$ cat config.mk
export PLATFORM = sky130hd
export DESIGN_NAME = tma_top
export DESIGN_NICKNAME = d
export VERILOG_FILES = /design/src/tma_pkg.sv /design/src/tma_prescaler.sv /design/src/tma_channel.sv /design/src/tma_top.sv
export VERILOG_INCLUDE_DIRS = /design/src /design/src/src
export SDC_FILE = /design/constraint.sdc
export NUM_CORES = 1
export LEC_CHECK = 0
export BUFFER_PORTS_ARGS = -buffer_cell sky130_fd_sc_hd__buf_2
export CAP_MARGIN = 20
export CORE_MARGIN = 3
export CORE_UTILIZATION = 60
export DETAILED_ROUTE_END_ITERATION = 8
export GPL_TIMING_DRIVEN = 1
export PLACE_DENSITY = 0.79
export SYNTH_ARGS = -nofsm -noshare
export SYNTH_HDL_FRONTEND = slang
export SYNTH_SLANG_ARGS = --single-unit
$ cat constraint.sdc
create_clock -name aclk -period 7.8 [get_ports aclk]
set_clock_uncertainty 0.05 [all_clocks]
set_input_delay 1.17 -clock aclk [delete_from_list [all_inputs] [get_ports aclk]]
set_output_delay 1.17 -clock aclk [all_outputs]
set_load 0.01 [all_outputs]
$ cat src/tma_cfg.svh
`ifndef TMA_CFG_SVH
`define TMA_CFG_SVH

// ----------------------------------------
// channel geometry
// ----------------------------------------
`define TMA_NCH 5
`define TMA_CW 16
`define TMA_ADDR_W 8

// ----------------------------------------
// register byte offsets
// ----------------------------------------
`define TMA_OFF_RUN 8'h00
`define TMA_OFF_STAT 8'h04
`define TMA_OFF_MASK 8'h08
`define TMA_OFF_PINS 8'h0C
`define TMA_OFF_MODE0 8'h20
`define TMA_OFF_CNT0 8'h40

// ----------------------------------------
// reset values
// ----------------------------------------
`define TMA_RST_MODE 8'h00
`define TMA_RST_CNT 16'h0000
`define TMA_RST_RUN 5'h00
`define TMA_RST_MASK 5'h00

// ----------------------------------------
// field positions and prescaler counts
// ----------------------------------------
`define TMA_PINS_GATE_LSB 5
`define TMA_CNT_STRB 4'h3
`define TMA_F2_MASK 5'h01
`define TMA_DIV8_MASK 5'h07
`define TMA_DIV32_MASK 5'h1F
`define TMA_SUB_LAST 5'h1F

// ----------------------------------------
// bus answers
// ----------------------------------------
`define TMA_RESP_OKAY 2'h0
`define TMA_RESP_SLVERR 2'h2

`endif

$ cat src/tma_pkg.sv
package tma_pkg;

  typedef enum logic [1:0] {
    TMA_OP_TIMER = 2'h0,
    TMA_OP_EVENT = 2'h1,
    TMA_OP_ONESHOT = 2'h2,
    TMA_OP_PWM = 2'h3
  } tma_op_t;

  typedef enum logic [2:0] {
    TMA_SRC_F1 = 3'h0,
    TMA_SRC_F2 = 3'h1,
    TMA_SRC_DIV8 = 3'h2,
    TMA_SRC_DIV32 = 3'h3,
    TMA_SRC_SUB32 = 3'h4
  } tma_src_t;

  typedef struct packed {
    tma_src_t src;
    logic gate_pol;
    logic gate_en;
    logic pulse_en;
    tma_op_t op_mode_field;
  } tma_mode_t;

  typedef struct packed {
    logic f1;
    logic f2;
    logic mainclock_div8;
    logic mainclock_div32;
    logic subclock_div32;
  } tma_ticks_t;

  typedef enum logic [2:0] {
    TMA_ST_STOP = 3'b001,
    TMA_ST_ARMED = 3'b010,
    TMA_ST_COUNT = 3'b100
  } tma_state_t;

  typedef enum logic [2:0] {
    TMA_R_NONE = 3'h0,
    TMA_R_RUN = 3'h1,
    TMA_R_STAT = 3'h2,
    TMA_R_MASK = 3'h3,
    TMA_R_PINS = 3'h4,
    TMA_R_MODE = 3'h5,
    TMA_R_CNT = 3'h6
  } tma_reg_t;

  typedef struct packed {
    tma_reg_t kind;
    logic [2:0] ch;
  } tma_dec_t;

endpackage : tma_pkg

$ cat src/tma_prescaler.sv
`timescale 1ns/1ps
`default_nettype none
`include "tma_cfg.svh"

module tma_prescaler import tma_pkg::*; (
  input wire logic aclk, // system clock
  input wire logic aresetn, // sync reset, active low
  input wire logic subclk_pin, // slow subclock from a pin
  output var tma_ticks_t ticks // one-cycle count-source enables
);

  logic [4:0] main_cnt;
  logic [4:0] sub_cnt;
  logic sub_m;
  logic sub_s;
  logic sub_d;
  logic sub_edge;

  assign sub_edge = sub_s && !sub_d;

  always_ff @(posedge aclk) begin
    if (!aresetn) begin
      main_cnt <= 5'h00;
    end else begin
      main_cnt <= main_cnt + 5'h01;
    end
  end

  // subclock is asynchronous: two flops, then an edge detector
  always_ff @(posedge aclk) begin
    if (!aresetn) begin
      sub_m <= 1'b0;
      sub_s <= 1'b0;
      sub_d <= 1'b0;
      sub_cnt <= 5'h00;
    end else begin
      sub_m <= subclk_pin;
      sub_s <= sub_m;
      sub_d <= sub_s;
      if (sub_edge) begin
        sub_cnt <= sub_cnt + 5'h01;
      end
    end
  end

  always_ff @(posedge aclk) begin
    if (!aresetn) begin
      ticks <= '0;
    end else begin
      ticks.f1 <= 1'b1;
      ticks.f2 <= (main_cnt & `TMA_F2_MASK) == `TMA_F2_MASK;
      ticks.mainclock_div8 <=
        (main_cnt & `TMA_DIV8_MASK) == `TMA_DIV8_MASK;
      ticks.mainclock_div32 <= main_cnt == `TMA_DIV32_MASK;
      ticks.subclock_div32 <= sub_edge && (sub_cnt == `TMA_SUB_LAST);
    end
  end

endmodule : tma_prescaler
`default_nettype wire

$ cat src/tma_channel.sv
`timescale 1ns/1ps
`default_nettype none
`include "tma_cfg.svh"

module tma_channel import tma_pkg::*; #(
  parameter int CW = `TMA_CW
) (
  input wire logic aclk, // system clock
  input wire logic aresetn, // sync reset, active low
  input wire logic run, // channel run bit
  input wire logic count_en, // qualified count-source tick
  input wire logic wr, // count register write, both low byte strobes set
  input wire logic [CW-1:0] wdata, // value written
  input wire logic pulse_en, // pulse output selected
  output logic [CW-1:0] cnt, // live counter
  output logic [CW-1:0] reload, // reload register
  output logic counting, // first tick since start seen
  output logic underflow, // one-cycle underflow event
  output logic pulse_out // pulse output pin level
);

  tma_state_t state;
  logic early;

  assign counting = state == TMA_ST_COUNT;
  assign early = wr && !counting;
  // a zero reload keeps the counter parked at zero, silent
  assign underflow = count_en && !early && cnt == '0 && reload != '0;

  always_ff @(posedge aclk) begin
    if (!aresetn) begin
      state <= TMA_ST_STOP;
    end else begin
      case (state)
        TMA_ST_STOP: if (run) state <= count_en ? TMA_ST_COUNT : TMA_ST_ARMED;
        TMA_ST_ARMED: begin
          if (!run) state <= TMA_ST_STOP;
          else if (count_en) state <= TMA_ST_COUNT;
        end
        TMA_ST_COUNT: if (!run) state <= TMA_ST_STOP;
        default: state <= TMA_ST_STOP;
      endcase
    end
  end

  always_ff @(posedge aclk) begin
    if (!aresetn) begin
      reload <= `TMA_RST_CNT;
    end else if (wr) begin
      reload <= wdata;
    end
  end

  always_ff @(posedge aclk) begin
    if (!aresetn) begin
      cnt <= `TMA_RST_CNT;
    end else if (early) begin
      cnt <= wdata;
    end else if (count_en) begin
      cnt <= (cnt == '0) ? reload : cnt - 1'b1;
    end
  end

  always_ff @(posedge aclk) begin
    if (!aresetn) begin
      pulse_out <= 1'b0;
    end else if (!run || !pulse_en) begin
      pulse_out <= 1'b0;
    end else if (underflow) begin
      pulse_out <= !pulse_out;
    end
  end

endmodule : tma_channel
`default_nettype wire

$ cat src/tma_top.sv
`timescale 1ns/1ps
`default_nettype none
`include "tma_cfg.svh"

// How it works
// - five independent sixteen-bit timer channels
// - per-channel mode field selects operation
// - timer mode counts selected internal clock
// - decrement per tick, reload and interrupt
// - underflow every n plus one ticks
// - run bit starts and stops counting
// - early writes load reload and counter
// - later writes load only the reload
// - count register read returns live counter
// - gate pin enables or suspends counting
// - pulse pin toggles, low when stopped
// - zero value: no counting, no interrupts

module tma_top import tma_pkg::*; #(
  parameter int NCH = `TMA_NCH,
  parameter int CW = `TMA_CW
) (
  input wire logic aclk, // system clock, 100 MHz
  input wire logic aresetn, // sync reset, active low
  input wire logic [7:0] s_axi_awaddr, // write address
  input wire logic s_axi_awvalid, // write address valid
  output logic s_axi_awready, // write address ready
  input wire logic [31:0] s_axi_wdata, // write data
  input wire logic [3:0] s_axi_wstrb, // write byte strobes
  input wire logic s_axi_wvalid, // write data valid
  output logic s_axi_wready, // write data ready
  output logic [1:0] s_axi_bresp, // write response
  output logic s_axi_bvalid, // write response valid
  input wire logic s_axi_bready, // write response ready
  input wire logic [7:0] s_axi_araddr, // read address
  input wire logic s_axi_arvalid, // read address valid
  output logic s_axi_arready, // read address ready
  output logic [31:0] s_axi_rdata, // read data
  output logic [1:0] s_axi_rresp, // read response
  output logic s_axi_rvalid, // read data valid
  input wire logic s_axi_rready, // read data ready
  input wire logic subclk_pin, // slow subclock pin
  input wire logic [NCH-1:0] gate_input_pin, // gate pins
  output logic [NCH-1:0] pulse_output_pin, // pulse output pins
  output logic irq // level interrupt
);

  localparam int AW = `TMA_ADDR_W;
  localparam logic [AW-1:0] SPAN = AW'(NCH * 4);

  // ----------------------------------------
  // decode
  // ----------------------------------------
  function automatic tma_dec_t tma_decode(input logic [AW-1:0] a);
    logic [AW-1:0] mo;
    logic [AW-1:0] co;
    mo = a - `TMA_OFF_MODE0;
    co = a - `TMA_OFF_CNT0;
    tma_decode.kind = TMA_R_NONE;
    tma_decode.ch = 3'h0;
    if (a[1:0] != 2'h0) begin
      tma_decode.kind = TMA_R_NONE;
    end else if (a == `TMA_OFF_RUN) begin
      tma_decode.kind = TMA_R_RUN;
    end else if (a == `TMA_OFF_STAT) begin
      tma_decode.kind = TMA_R_STAT;
    end else if (a == `TMA_OFF_MASK) begin
      tma_decode.kind = TMA_R_MASK;
    end else if (a == `TMA_OFF_PINS) begin
      tma_decode.kind = TMA_R_PINS;
    end else if (mo < SPAN) begin
      tma_decode.kind = TMA_R_MODE;
      tma_decode.ch = mo[4:2];
    end else if (co < SPAN) begin
      tma_decode.kind = TMA_R_CNT;
      tma_decode.ch = co[4:2];
    end
  endfunction : tma_decode

  function automatic logic src_tick(input tma_ticks_t t, input tma_src_t s);
    src_tick = 1'b0;
    case (s)
      TMA_SRC_F1: src_tick = t.f1;
      TMA_SRC_F2: src_tick = t.f2;
      TMA_SRC_DIV8: src_tick = t.mainclock_div8;
      TMA_SRC_DIV32: src_tick = t.mainclock_div32;
      TMA_SRC_SUB32: src_tick = t.subclock_div32;
      default: src_tick = 1'b0;
    endcase
  endfunction : src_tick

  // ----------------------------------------
  // state
  // ----------------------------------------
  logic aw_full;
  logic [AW-1:0] aw_addr;
  logic w_full;
  logic [31:0] w_data;
  logic [3:0] w_strb;
  logic do_wr;
  logic cnt_ok;
  tma_dec_t wr_dec;
  tma_dec_t rd_dec;
  logic [31:0] next_rdata;
  logic [1:0] next_rresp;

  logic [NCH-1:0] run_flags_reg;
  tma_mode_t channel_mode_reg [NCH];
  logic [NCH-1:0] irq_stat;
  logic [NCH-1:0] irq_mask;
  logic [NCH-1:0] stat_clr;

  tma_ticks_t ticks;
  logic [NCH-1:0] gate_m;
  logic [NCH-1:0] gate_s;
  logic [NCH-1:0] gate_ok;
  logic [NCH-1:0] count_en;
  logic [NCH-1:0] cnt_wr;
  logic [NCH-1:0] counting;
  logic [NCH-1:0] uf_vec;
  logic [CW-1:0] cnt_q [NCH];
  logic [CW-1:0] reload_q [NCH];

  // ----------------------------------------
  // write channel
  // ----------------------------------------
  assign s_axi_awready = !aw_full;
  assign s_axi_wready = !w_full;
  assign wr_dec = tma_decode(aw_addr);
  assign do_wr = aw_full && w_full && !s_axi_bvalid;
  // a split half-word write would tear the counter value
  assign cnt_ok = wr_dec.kind == TMA_R_CNT &&
    (w_strb & `TMA_CNT_STRB) == `TMA_CNT_STRB;

  always_ff @(posedge aclk) begin
    if (!aresetn) begin
      aw_full <= 1'b0;
      aw_addr <= '0;
      w_full <= 1'b0;
      w_data <= 32'h0000_0000;
      w_strb <= 4'h0;
    end else begin
      if (s_axi_awvalid && !aw_full) begin
        aw_full <= 1'b1;
        aw_addr <= s_axi_awaddr;
      end else if (do_wr) begin
        aw_full <= 1'b0;
      end
      if (s_axi_wvalid && !w_full) begin
        w_full <= 1'b1;
        w_data <= s_axi_wdata;
        w_strb <= s_axi_wstrb;
      end else if (do_wr) begin
        w_full <= 1'b0;
      end
    end
  end

  always_ff @(posedge aclk) begin
    if (!aresetn) begin
      s_axi_bvalid <= 1'b0;
      s_axi_bresp <= `TMA_RESP_OKAY;
    end else if (do_wr) begin
      s_axi_bvalid <= 1'b1;
      if (wr_dec.kind == TMA_R_NONE ||
          (wr_dec.kind == TMA_R_CNT && !cnt_ok)) begin
        s_axi_bresp <= `TMA_RESP_SLVERR;
      end else begin
        s_axi_bresp <= `TMA_RESP_OKAY;
      end
    end else if (s_axi_bready) begin
      s_axi_bvalid <= 1'b0;
    end
  end

  // ----------------------------------------
  // control registers
  // ----------------------------------------
  always_ff @(posedge aclk) begin
    if (!aresetn) begin
      run_flags_reg <= `TMA_RST_RUN;
    end else if (do_wr && wr_dec.kind == TMA_R_RUN && w_strb[0]) begin
      run_flags_reg <= w_data[NCH-1:0];
    end
  end

  always_ff @(posedge aclk) begin
    if (!aresetn) begin
      for (int k = 0; k < NCH; k++) begin
        channel_mode_reg[k] <= tma_mode_t'(`TMA_RST_MODE);
      end
    end else if (do_wr && wr_dec.kind == TMA_R_MODE && w_strb[0]) begin
      channel_mode_reg[wr_dec.ch] <= tma_mode_t'(w_data[7:0]);
    end
  end

  always_ff @(posedge aclk) begin
    if (!aresetn) begin
      irq_mask <= `TMA_RST_MASK;
    end else if (do_wr && wr_dec.kind == TMA_R_MASK && w_strb[0]) begin
      irq_mask <= w_data[NCH-1:0];
    end
  end

  // ----------------------------------------
  // interrupts
  // ----------------------------------------
  assign stat_clr = (do_wr && wr_dec.kind == TMA_R_STAT && w_strb[0]) ?
    w_data[NCH-1:0] : '0;

  // a new underflow beats a clear in the same cycle
  always_ff @(posedge aclk) begin
    if (!aresetn) begin
      irq_stat <= '0;
      irq <= 1'b0;
    end else begin
      irq_stat <= (irq_stat & ~stat_clr) | uf_vec;
      irq <= |(irq_stat & irq_mask);
    end
  end

  // ----------------------------------------
  // count sources and gate pins
  // ----------------------------------------
  tma_prescaler u_pre (
    .aclk(aclk),
    .aresetn(aresetn),
    .subclk_pin(subclk_pin),
    .ticks(ticks)
  );

  always_ff @(posedge aclk) begin
    if (!aresetn) begin
      gate_m <= '0;
      gate_s <= '0;
    end else begin
      gate_m <= gate_input_pin;
      gate_s <= gate_m;
    end
  end

  // ----------------------------------------
  // channels
  // ----------------------------------------
  for (genvar i = 0; i < NCH; i++) begin : g_ch
    tma_mode_t m;
    assign m = channel_mode_reg[i];
    assign gate_ok[i] = !m.gate_en || (gate_s[i] == m.gate_pol);
    // only timer mode counts; other modes are parked here
    assign count_en[i] = run_flags_reg[i] &&
      m.op_mode_field == TMA_OP_TIMER &&
      src_tick(ticks, m.src) && gate_ok[i];
    assign cnt_wr[i] = do_wr && cnt_ok && wr_dec.ch == 3'(i);

    tma_channel #(.CW(CW)) u_ch (
      .aclk(aclk),
      .aresetn(aresetn),
      .run(run_flags_reg[i]),
      .count_en(count_en[i]),
      .wr(cnt_wr[i]),
      .wdata(w_data[CW-1:0]),
      .pulse_en(m.pulse_en),
      .cnt(cnt_q[i]),
      .reload(reload_q[i]),
      .counting(counting[i]),
      .underflow(uf_vec[i]),
      .pulse_out(pulse_output_pin[i])
    );

  end

  // ----------------------------------------
  // read channel
  // ----------------------------------------
  assign s_axi_arready = !s_axi_rvalid;

  always_comb begin
    rd_dec = tma_decode(s_axi_araddr);
    next_rdata = 32'h0000_0000;
    next_rresp = `TMA_RESP_OKAY;
    if (rd_dec.kind == TMA_R_RUN) begin
      next_rdata[NCH-1:0] = run_flags_reg;
    end else if (rd_dec.kind == TMA_R_STAT) begin
      next_rdata[NCH-1:0] = irq_stat;
    end else if (rd_dec.kind == TMA_R_MASK) begin
      next_rdata[NCH-1:0] = irq_mask;
    end else if (rd_dec.kind == TMA_R_PINS) begin
      next_rdata[NCH-1:0] = pulse_output_pin;
      next_rdata[`TMA_PINS_GATE_LSB +: NCH] = gate_s;
    end else if (rd_dec.kind == TMA_R_MODE) begin
      next_rdata[7:0] = channel_mode_reg[rd_dec.ch];
    end else if (rd_dec.kind == TMA_R_CNT) begin
      next_rdata[CW-1:0] = cnt_q[rd_dec.ch];
    end else begin
      next_rresp = `TMA_RESP_SLVERR;
    end
  end

  always_ff @(posedge aclk) begin
    if (!aresetn) begin
      s_axi_rvalid <= 1'b0;
      s_axi_rdata <= 32'h0000_0000;
      s_axi_rresp <= `TMA_RESP_OKAY;
    end else if (s_axi_arvalid && !s_axi_rvalid) begin
      s_axi_rvalid <= 1'b1;
      s_axi_rdata <= next_rdata;
      s_axi_rresp <= next_rresp;
    end else if (s_axi_rready) begin
      s_axi_rvalid <= 1'b0;
    end
  end
endmodule : tma_top
`default_nettype wire

; Word level (Yosys, flattened, before mapping)
; Memory sizes are Yosys's and may differ from the RTL's.
; Cells that the tools add are included.
[op_classes]
add_sub_neg = 11
n_mul = 0
div = 0
magnitude_cmp = 5
eq_ne = 80
shift = 0
muxes = 111
n_bitwise = 6
reduce_logical = 152
[op_table]
columns = cell, n
row1 = 2-to-1 mux 16 bit, 18
row2 = 2-to-1 mux 3 bit, 46
row3 = logical NOT 16 bit, 5
row4 = nonzero test 16 bit, 5
row5 = "subtractor 16 x 1 -> 16 bit, second input constant", 5
row6 = "equality test 3 x 2 -> 1 bit, second input constant", 21
row7 = logical AND 1 bit, 58
row8 = "equality test 3 bit, second input constant", 17
row9 = binary-select mux 16 bit (select 3 bit), 1
row10 = case mux 3 bit (3 select lines), 5
row11 = "equality test 3 x 1 -> 1 bit, second input constant", 13
row12 = logical NOT 1 bit, 36
row13 = 2-to-1 mux 11 bit, 3
row14 = "equality test 8 x 4 -> 1 bit, second input constant", 4
row15 = "< comparator 8 x 5 -> 1 bit, second input constant", 4
row16 = 2-to-1 mux 6 bit, 5
row17 = 2-to-1 mux 5 bit, 5
row18 = case mux 1 bit (5 select lines), 5
row19 = 2-to-1 mux 8 bit, 3
row20 = nonzero test 2 bit, 11
row21 = logical NOT 3 bit, 7
row22 = "!= test 2 bit, second input constant", 10
row23 = "equality test 8 x 3 -> 1 bit, second input constant", 2
row24 = logical NOT 8 bit, 2
row25 = 22 further kinds, 74
[word_totals]
regBits = 274
latch_bits = 0
ram_bits = 40
rom_bits = 0
inputBits = 65
output_inout_bits = 47
wordCells = 412
mem_count = 1
[mem_list]
columns = memory, words, word_bits, read_ports, rd_clocked_by_memory_dff, write_ports, line
row1 = channel_mode_reg, 5, 8, 6, 0, 5, tma_top.sv:108  ; tma_mode_t channel_mode_reg [NCH];

; Logic depth before layout (Yosys ltp)
[logic_depth]
word_depth = 19
depth_mapped = 10
depth_no_buf = 8

; Hierarchy
; A second synthesis with hierarchy kept.
[hier_totals]
hier_cells = 1959
area_unflattened_um2 = 18012.3
[modules_own_cells]
columns = module, instances, cells_each, area_per_inst_um2, seq_area_each_um2
row1 = tma_channel, 5, 244, 2143.3, 720.7
row2 = tma_top, 1, 684, 6628.9, 2922.8
row3 = tma_prescaler, 1, 55, 666.9, 360.3

; Worst setup path after synthesis
; Ideal clock, no wire load.
[synth_timing]
path_kind = input-to-reg
startpoint = in s_axi_araddr[5]
endpoint = reg s_axi_rdata[14]
setup_ps = 122
arrival_time_ps = 3116
t_required_ps = 7628
setup_slack_ps = 4513
stages = 9
path_buffers = 1
path_cell_list = inv_1 > ha_1 > xor2_1 > o32ai_1 > nand2_1 > buf_4 > a211oi_1 > a211oi_1 > a221o_1
[synth_between]
elab_chain_cells = 19
word_cells_on_any_way = 36
cone_classes = add/sub: 2 / order compare: 2 / eq/ne: 9 / mux: 21 / bitwise: 1 / reduce/logical: 1
[synth_lines]
columns = item, line
row1 = "start, declared", tma_top.sv:35  ; input wire logic [7:0] s_axi_araddr,
row2 = subtractor 8 x 7 -> 8 bit (no source line), n/a
row3 = < comparator 8 x 5 -> 1 bit, tma_top.sv:74  ; end else if (co < SPAN) begin
row4 = 2-to-1 mux 6 bit, tma_top.sv:74
row5 = 2-to-1 mux 6 bit, tma_top.sv:71  ; end else if (mo < SPAN) begin
row6 = 2-to-1 mux 3 bit, tma_top.sv:69  ; end else if (a == `TMA_OFF_PINS) begin
row7 = 2-to-1 mux 3 bit, tma_top.sv:67  ; end else if (a == `TMA_OFF_MASK) begin
row8 = 2-to-1 mux 3 bit, tma_top.sv:65  ; end else if (a == `TMA_OFF_STAT) begin
row9 = 2-to-1 mux 3 bit, tma_top.sv:63  ; end else if (a == `TMA_OFF_RUN) begin
row10 = [2 not listed], n/a
row11 = binary-select mux 16 bit (select 3 bit), tma_top.sv:293  ; next_rdata[CW-1:0] = cnt_q[rd_dec.ch];
row12 = 2-to-1 mux 16 bit (not written as such) (2 in series), tma_top.sv:293
row13 = 2-to-1 mux 16 bit, tma_top.sv:292  ; end else if (rd_dec.kind == TMA_R_CNT) begin
row14 = 2-to-1 mux 8 bit, tma_top.sv:290  ; end else if (rd_dec.kind == TMA_R_MODE) begin
row15 = 2-to-1 mux 6 bit, tma_top.sv:287  ; end else if (rd_dec.kind == TMA_R_PINS) begin
row16 = 2-to-1 mux 11 bit, tma_top.sv:285  ; end else if (rd_dec.kind == TMA_R_MASK) begin
row17 = 2-to-1 mux 11 bit, tma_top.sv:283  ; end else if (rd_dec.kind == TMA_R_STAT) begin
row18 = 2-to-1 mux 11 bit *, tma_top.sv:281  ; if (rd_dec.kind == TMA_R_RUN) begin
row19 = "end signal, assigned", tma_top.sv:306  ; s_axi_rdata <= next_rdata;
row20 = "end, declared", tma_top.sv:38  ; output logic [31:0] s_axi_rdata,
; Every way passes the cells marked *; elsewhere a longest branch is shown, timed or not. The select of a mux whose other input is x is not followed.
; A chain may end at the register's enable or synchronous reset.

; Worst setup path in the final report
[layout_timing]
startpoint = in s_axi_araddr[6]
endpoint = reg s_axi_rdata[6]
[layout_between]
elab_chain_cells = 19
word_cells_on_any_way = 37
cone_classes = add/sub: 2 / order compare: 2 / eq/ne: 9 / mux: 21 / bitwise: 1 / reduce/logical: 1 / memory: 1
[layout_lines]
columns = item, line
row1 = subtractor 8 x 7 -> 8 bit (no source line), n/a
row2 = < comparator 8 x 5 -> 1 bit, tma_top.sv:74
row3 = 2-to-1 mux 6 bit, tma_top.sv:74
row4 = 2-to-1 mux 6 bit, tma_top.sv:71
row5 = 2-to-1 mux 3 bit, tma_top.sv:69
row6 = 2-to-1 mux 3 bit, tma_top.sv:67
row7 = 2-to-1 mux 3 bit, tma_top.sv:65
row8 = 2-to-1 mux 3 bit, tma_top.sv:63
row9 = [2 not listed], n/a
row10 = binary-select mux 16 bit (select 3 bit), tma_top.sv:293
row11 = 2-to-1 mux 16 bit (not written as such) (2 in series), tma_top.sv:293
row12 = 2-to-1 mux 16 bit, tma_top.sv:292
row13 = 2-to-1 mux 8 bit, tma_top.sv:290
row14 = 2-to-1 mux 10 bit, tma_top.sv:287
row15 = 2-to-1 mux 11 bit, tma_top.sv:285
row16 = 2-to-1 mux 11 bit, tma_top.sv:283
row17 = 2-to-1 mux 11 bit *, tma_top.sv:281
; Marked as above.

==> impl_metrics.json <==
{
  "status": "completed",
  "drv_cap": 0,
  "wl_per_cell_um": 22.2,
  "critPathLaunchType": "input port",
  "synth_top_area_share": 0.315,
  "synth_flop_cell": "dfxtp_1",
  "setup_viol": 0,
  "cts_tree": "yes",
  "nNetsFinal": 2115,
  "setup-tns-final_ns": 0,
  "overflow": 0,
  "cts_resized": 0,
  "port_buffers": 75,
  "ys_warn_count": 0,
  "grt_pass1_wl_um": 83500,
  "timing.slew.headroom": 0.204,
  "synth_top_family_by_area": "simple AND/OR/NAND/NOR gates",
  "cts_buffers": 36,
  "core_area_um2": 28100,
  "dieHeight_um": 176,
  "hp-class": "reg -> reg",
  "drc": 0,
  "fin_area_um2": 18800,
  "worstMarginPinSlew_ns": 1.19,
  "start_util": 0.616,
  "worstPathArrival_ns": 4.30,
  "crit_path_top_delay_cell": "o32ai_1",
  "p_leak_nw": 7.22,
  "die_w_um": 176,
  "hold_viol": 0,
  "yosysSeqAreaShare": 0.389,
  "antenna_found_initial": 0,
  "critical_path_class": "in -> reg",
  "fmax_ghz": 0.253,
  "yosysMostFrequentCell": "nand2_1",
  "ys_top_cells_by_count": "304 x nand2_1, 272 x dfxtp_1, 123 x clkbuf_1",
  "rsz0062_at_grt": "no",
  "gp_congestion": 0.964,
  "post_cts_buffers": 0,
  "area_growth_pct": 8.46,
  "power_density_nw_per_um2": 194,
  "hpwl_um": 38100,
  "yosysUniqueCellTypes": 87,
  "period_needed_ns": 3.95,
  "clock_latency_ns": 0.52,
  "cts_hold_buffers": 0,
  "worstHoldStart": "u_pre.sub_m",
  "cts_buffer_depth": 3,
  "multi_input_area_um2": 9590,
  "regToRegStartpoint": "aw_addr[4]",
  "synth-async-reset-ratio": 0,
  "grt_max_degree": 109,
  "endpoint_kind": "flip-flop",
  "cp_slowest_stage_delay_ns": 0.79,
  "cts-root-buf": "clkbuf_16",
  "synth_area_leaders": "dfxtp_1 31%, edfxtp_1 7.5%, nand2_1 6.6%, mux2i_1 4.3%, a21boi_0 4.3%",
  "dieArea_um2": 30900,
  "yosys.area_share.xor_xnor": 0.0142,
  "post_synth.cell_area_avg_um2": 8.42,
  "grt_pass1_vias": 14800,
  "synth_edf_count": 43,
  "synthSimpleGateAreaFrac": 0.239,
  "layout-drive-gt1-share": 0.0966,
  "drtIter0Drc": 1981,
  "vias": 16100,
  "synthMuxAreaShare": 0.0512,
  "wirelength_um": 54000,
  "firstDrtPassIters": 6,
  "synth_compound_area_frac": 0.233,
  "syn_inst": 2055,
  "crit_path_start": "s_axi_araddr[6]",
  "required_ns": 8.15,
  "place_area_um2": 17500,
  "clk_pin_slew_worst_paths_ns": 0.06,
  "row_count": 61,
  "finalCritPeriodShare": 0.506,
  "syn_area_um2": 17300,
  "vias_per_cell": 6.61,
  "io_pins": 112,
  "yosysTopAreaCell": "dfxtp_1",
  "track_usage": 0.340,
  "seq_area_um2": 6740,
  "n_fill_cell": 2373,
  "ys_seq_elements": 315,
  "path_max_fanout": 18,
  "crit_path_cell_trace": "buf_2 -> inv_1 -> ha_1 -> xor2_1 -> o32ai_1 -> nand2_1 -> buf_4 -> a2111oi_0 -> a211oi_1 -> o22a_1",
  "synthAdderAreaFrac": 0.0123,
  "ant_nets": 0,
  "fin_total_pwr_mw": 3.63,
  "fin_util": 0.668,
  "cts_max_level": 2,
  "drv_slew": 0,
  "clock-sinks": 315,
  "peakVddDrop_mv": 0.185
}
## layer usage
metal  GRT usage  vias to the layer above  share of wire
met5           0                        -              0
met4       0.106                        0          0.031
met3      0.0460                      139           0.11
met2       0.544                      918           0.45
met1       0.478                     7636           0.41
li1            -                     7434              -
## layout make-up
cell class	instances	share of cell area
multi-input combinational	1532	0.511
sequential	315	0.359
clock buffer	46	0.0539
timing repair buffer	95	0.0285
tap	378	0.0252
clock inverter	19	0.0110
inverter	53	0.0106
antenna	1	0.000133
## power breakdown
group          internal (mW)  leakage, nW  switching (mW)  total, mW
logic                 0.0632         3.97           0.108      0.171
registers               1.67         2.64          0.0555       1.72
clock network           1.05        0.604           0.684       1.74
## cells in the final DEF, fill, tap and decap left out, types with 21 or more instances in the layout
cell,n
nor2b_1,72
a31oi_1,21
nor4_1,36
edfxtp_1,43
a21oi_1,86
nand2b_1,22
nand3_1,57
dfxtp_1,272
buf_2,74
nor3_1,49
a211oi_1,23
o22ai_1,62
a21boi_0,99
nor2_1,77
conb_1,21
mux2i_1,75
o21ai_0,68
inv_1,53
and3_1,59
and2_1,37
nand2_1,304
o211ai_1,29
nand4_1,21
clkbuf_16,38
## cells by family (layout without fill, tap and decap cells)
logic type	after synthesis	count (layout)
buffers and inverters	228	213
XOR/XNOR	28	28
flip-flops	315	315
AO/OA/AOI/OAI	571	571
multiplexers	85	85
AND/OR/NAND/NOR	810	810
other	1	22
adder cells (fa/ha/maj)	17	17
## critical path, delay by kind of cell
kind | cells | cell delay [ns]
compound gates | 4 | 1.67
buf+inv | 3 | 0.57
simple gates | 1 | 0.49
xor+xnor | 1 | 0.20
fa+ha+maj | 1 | 0.19
## worst paths after layout
| kind | endpoint | slack (ns) | cells past startpoint |
|---|---|---|---|
| worst max-delay path | s_axi_rdata[6] | 3.85 | 10 |
| worst min-delay path | u_pre.sub_s | 0.38 | 1 |
| worst max register to register | g_ch[1].u_ch.cnt[8] | 4.15 | 6 |
| worst min register to register | u_pre.sub_s | 0.38 | 1 |
## through the flow
step,hold WS [ns],std cells,worst slack (ns)
after CTS,0.390,2437,3.92
after detailed placement,0.369,2372,3.40
after global routing,0.407,2438,3.70
final,0.384,2439,3.85
after floorplan,0.356,2075,4.51
after global placement,0.367,2371,3.63
(Power assumes the default switching activity.)
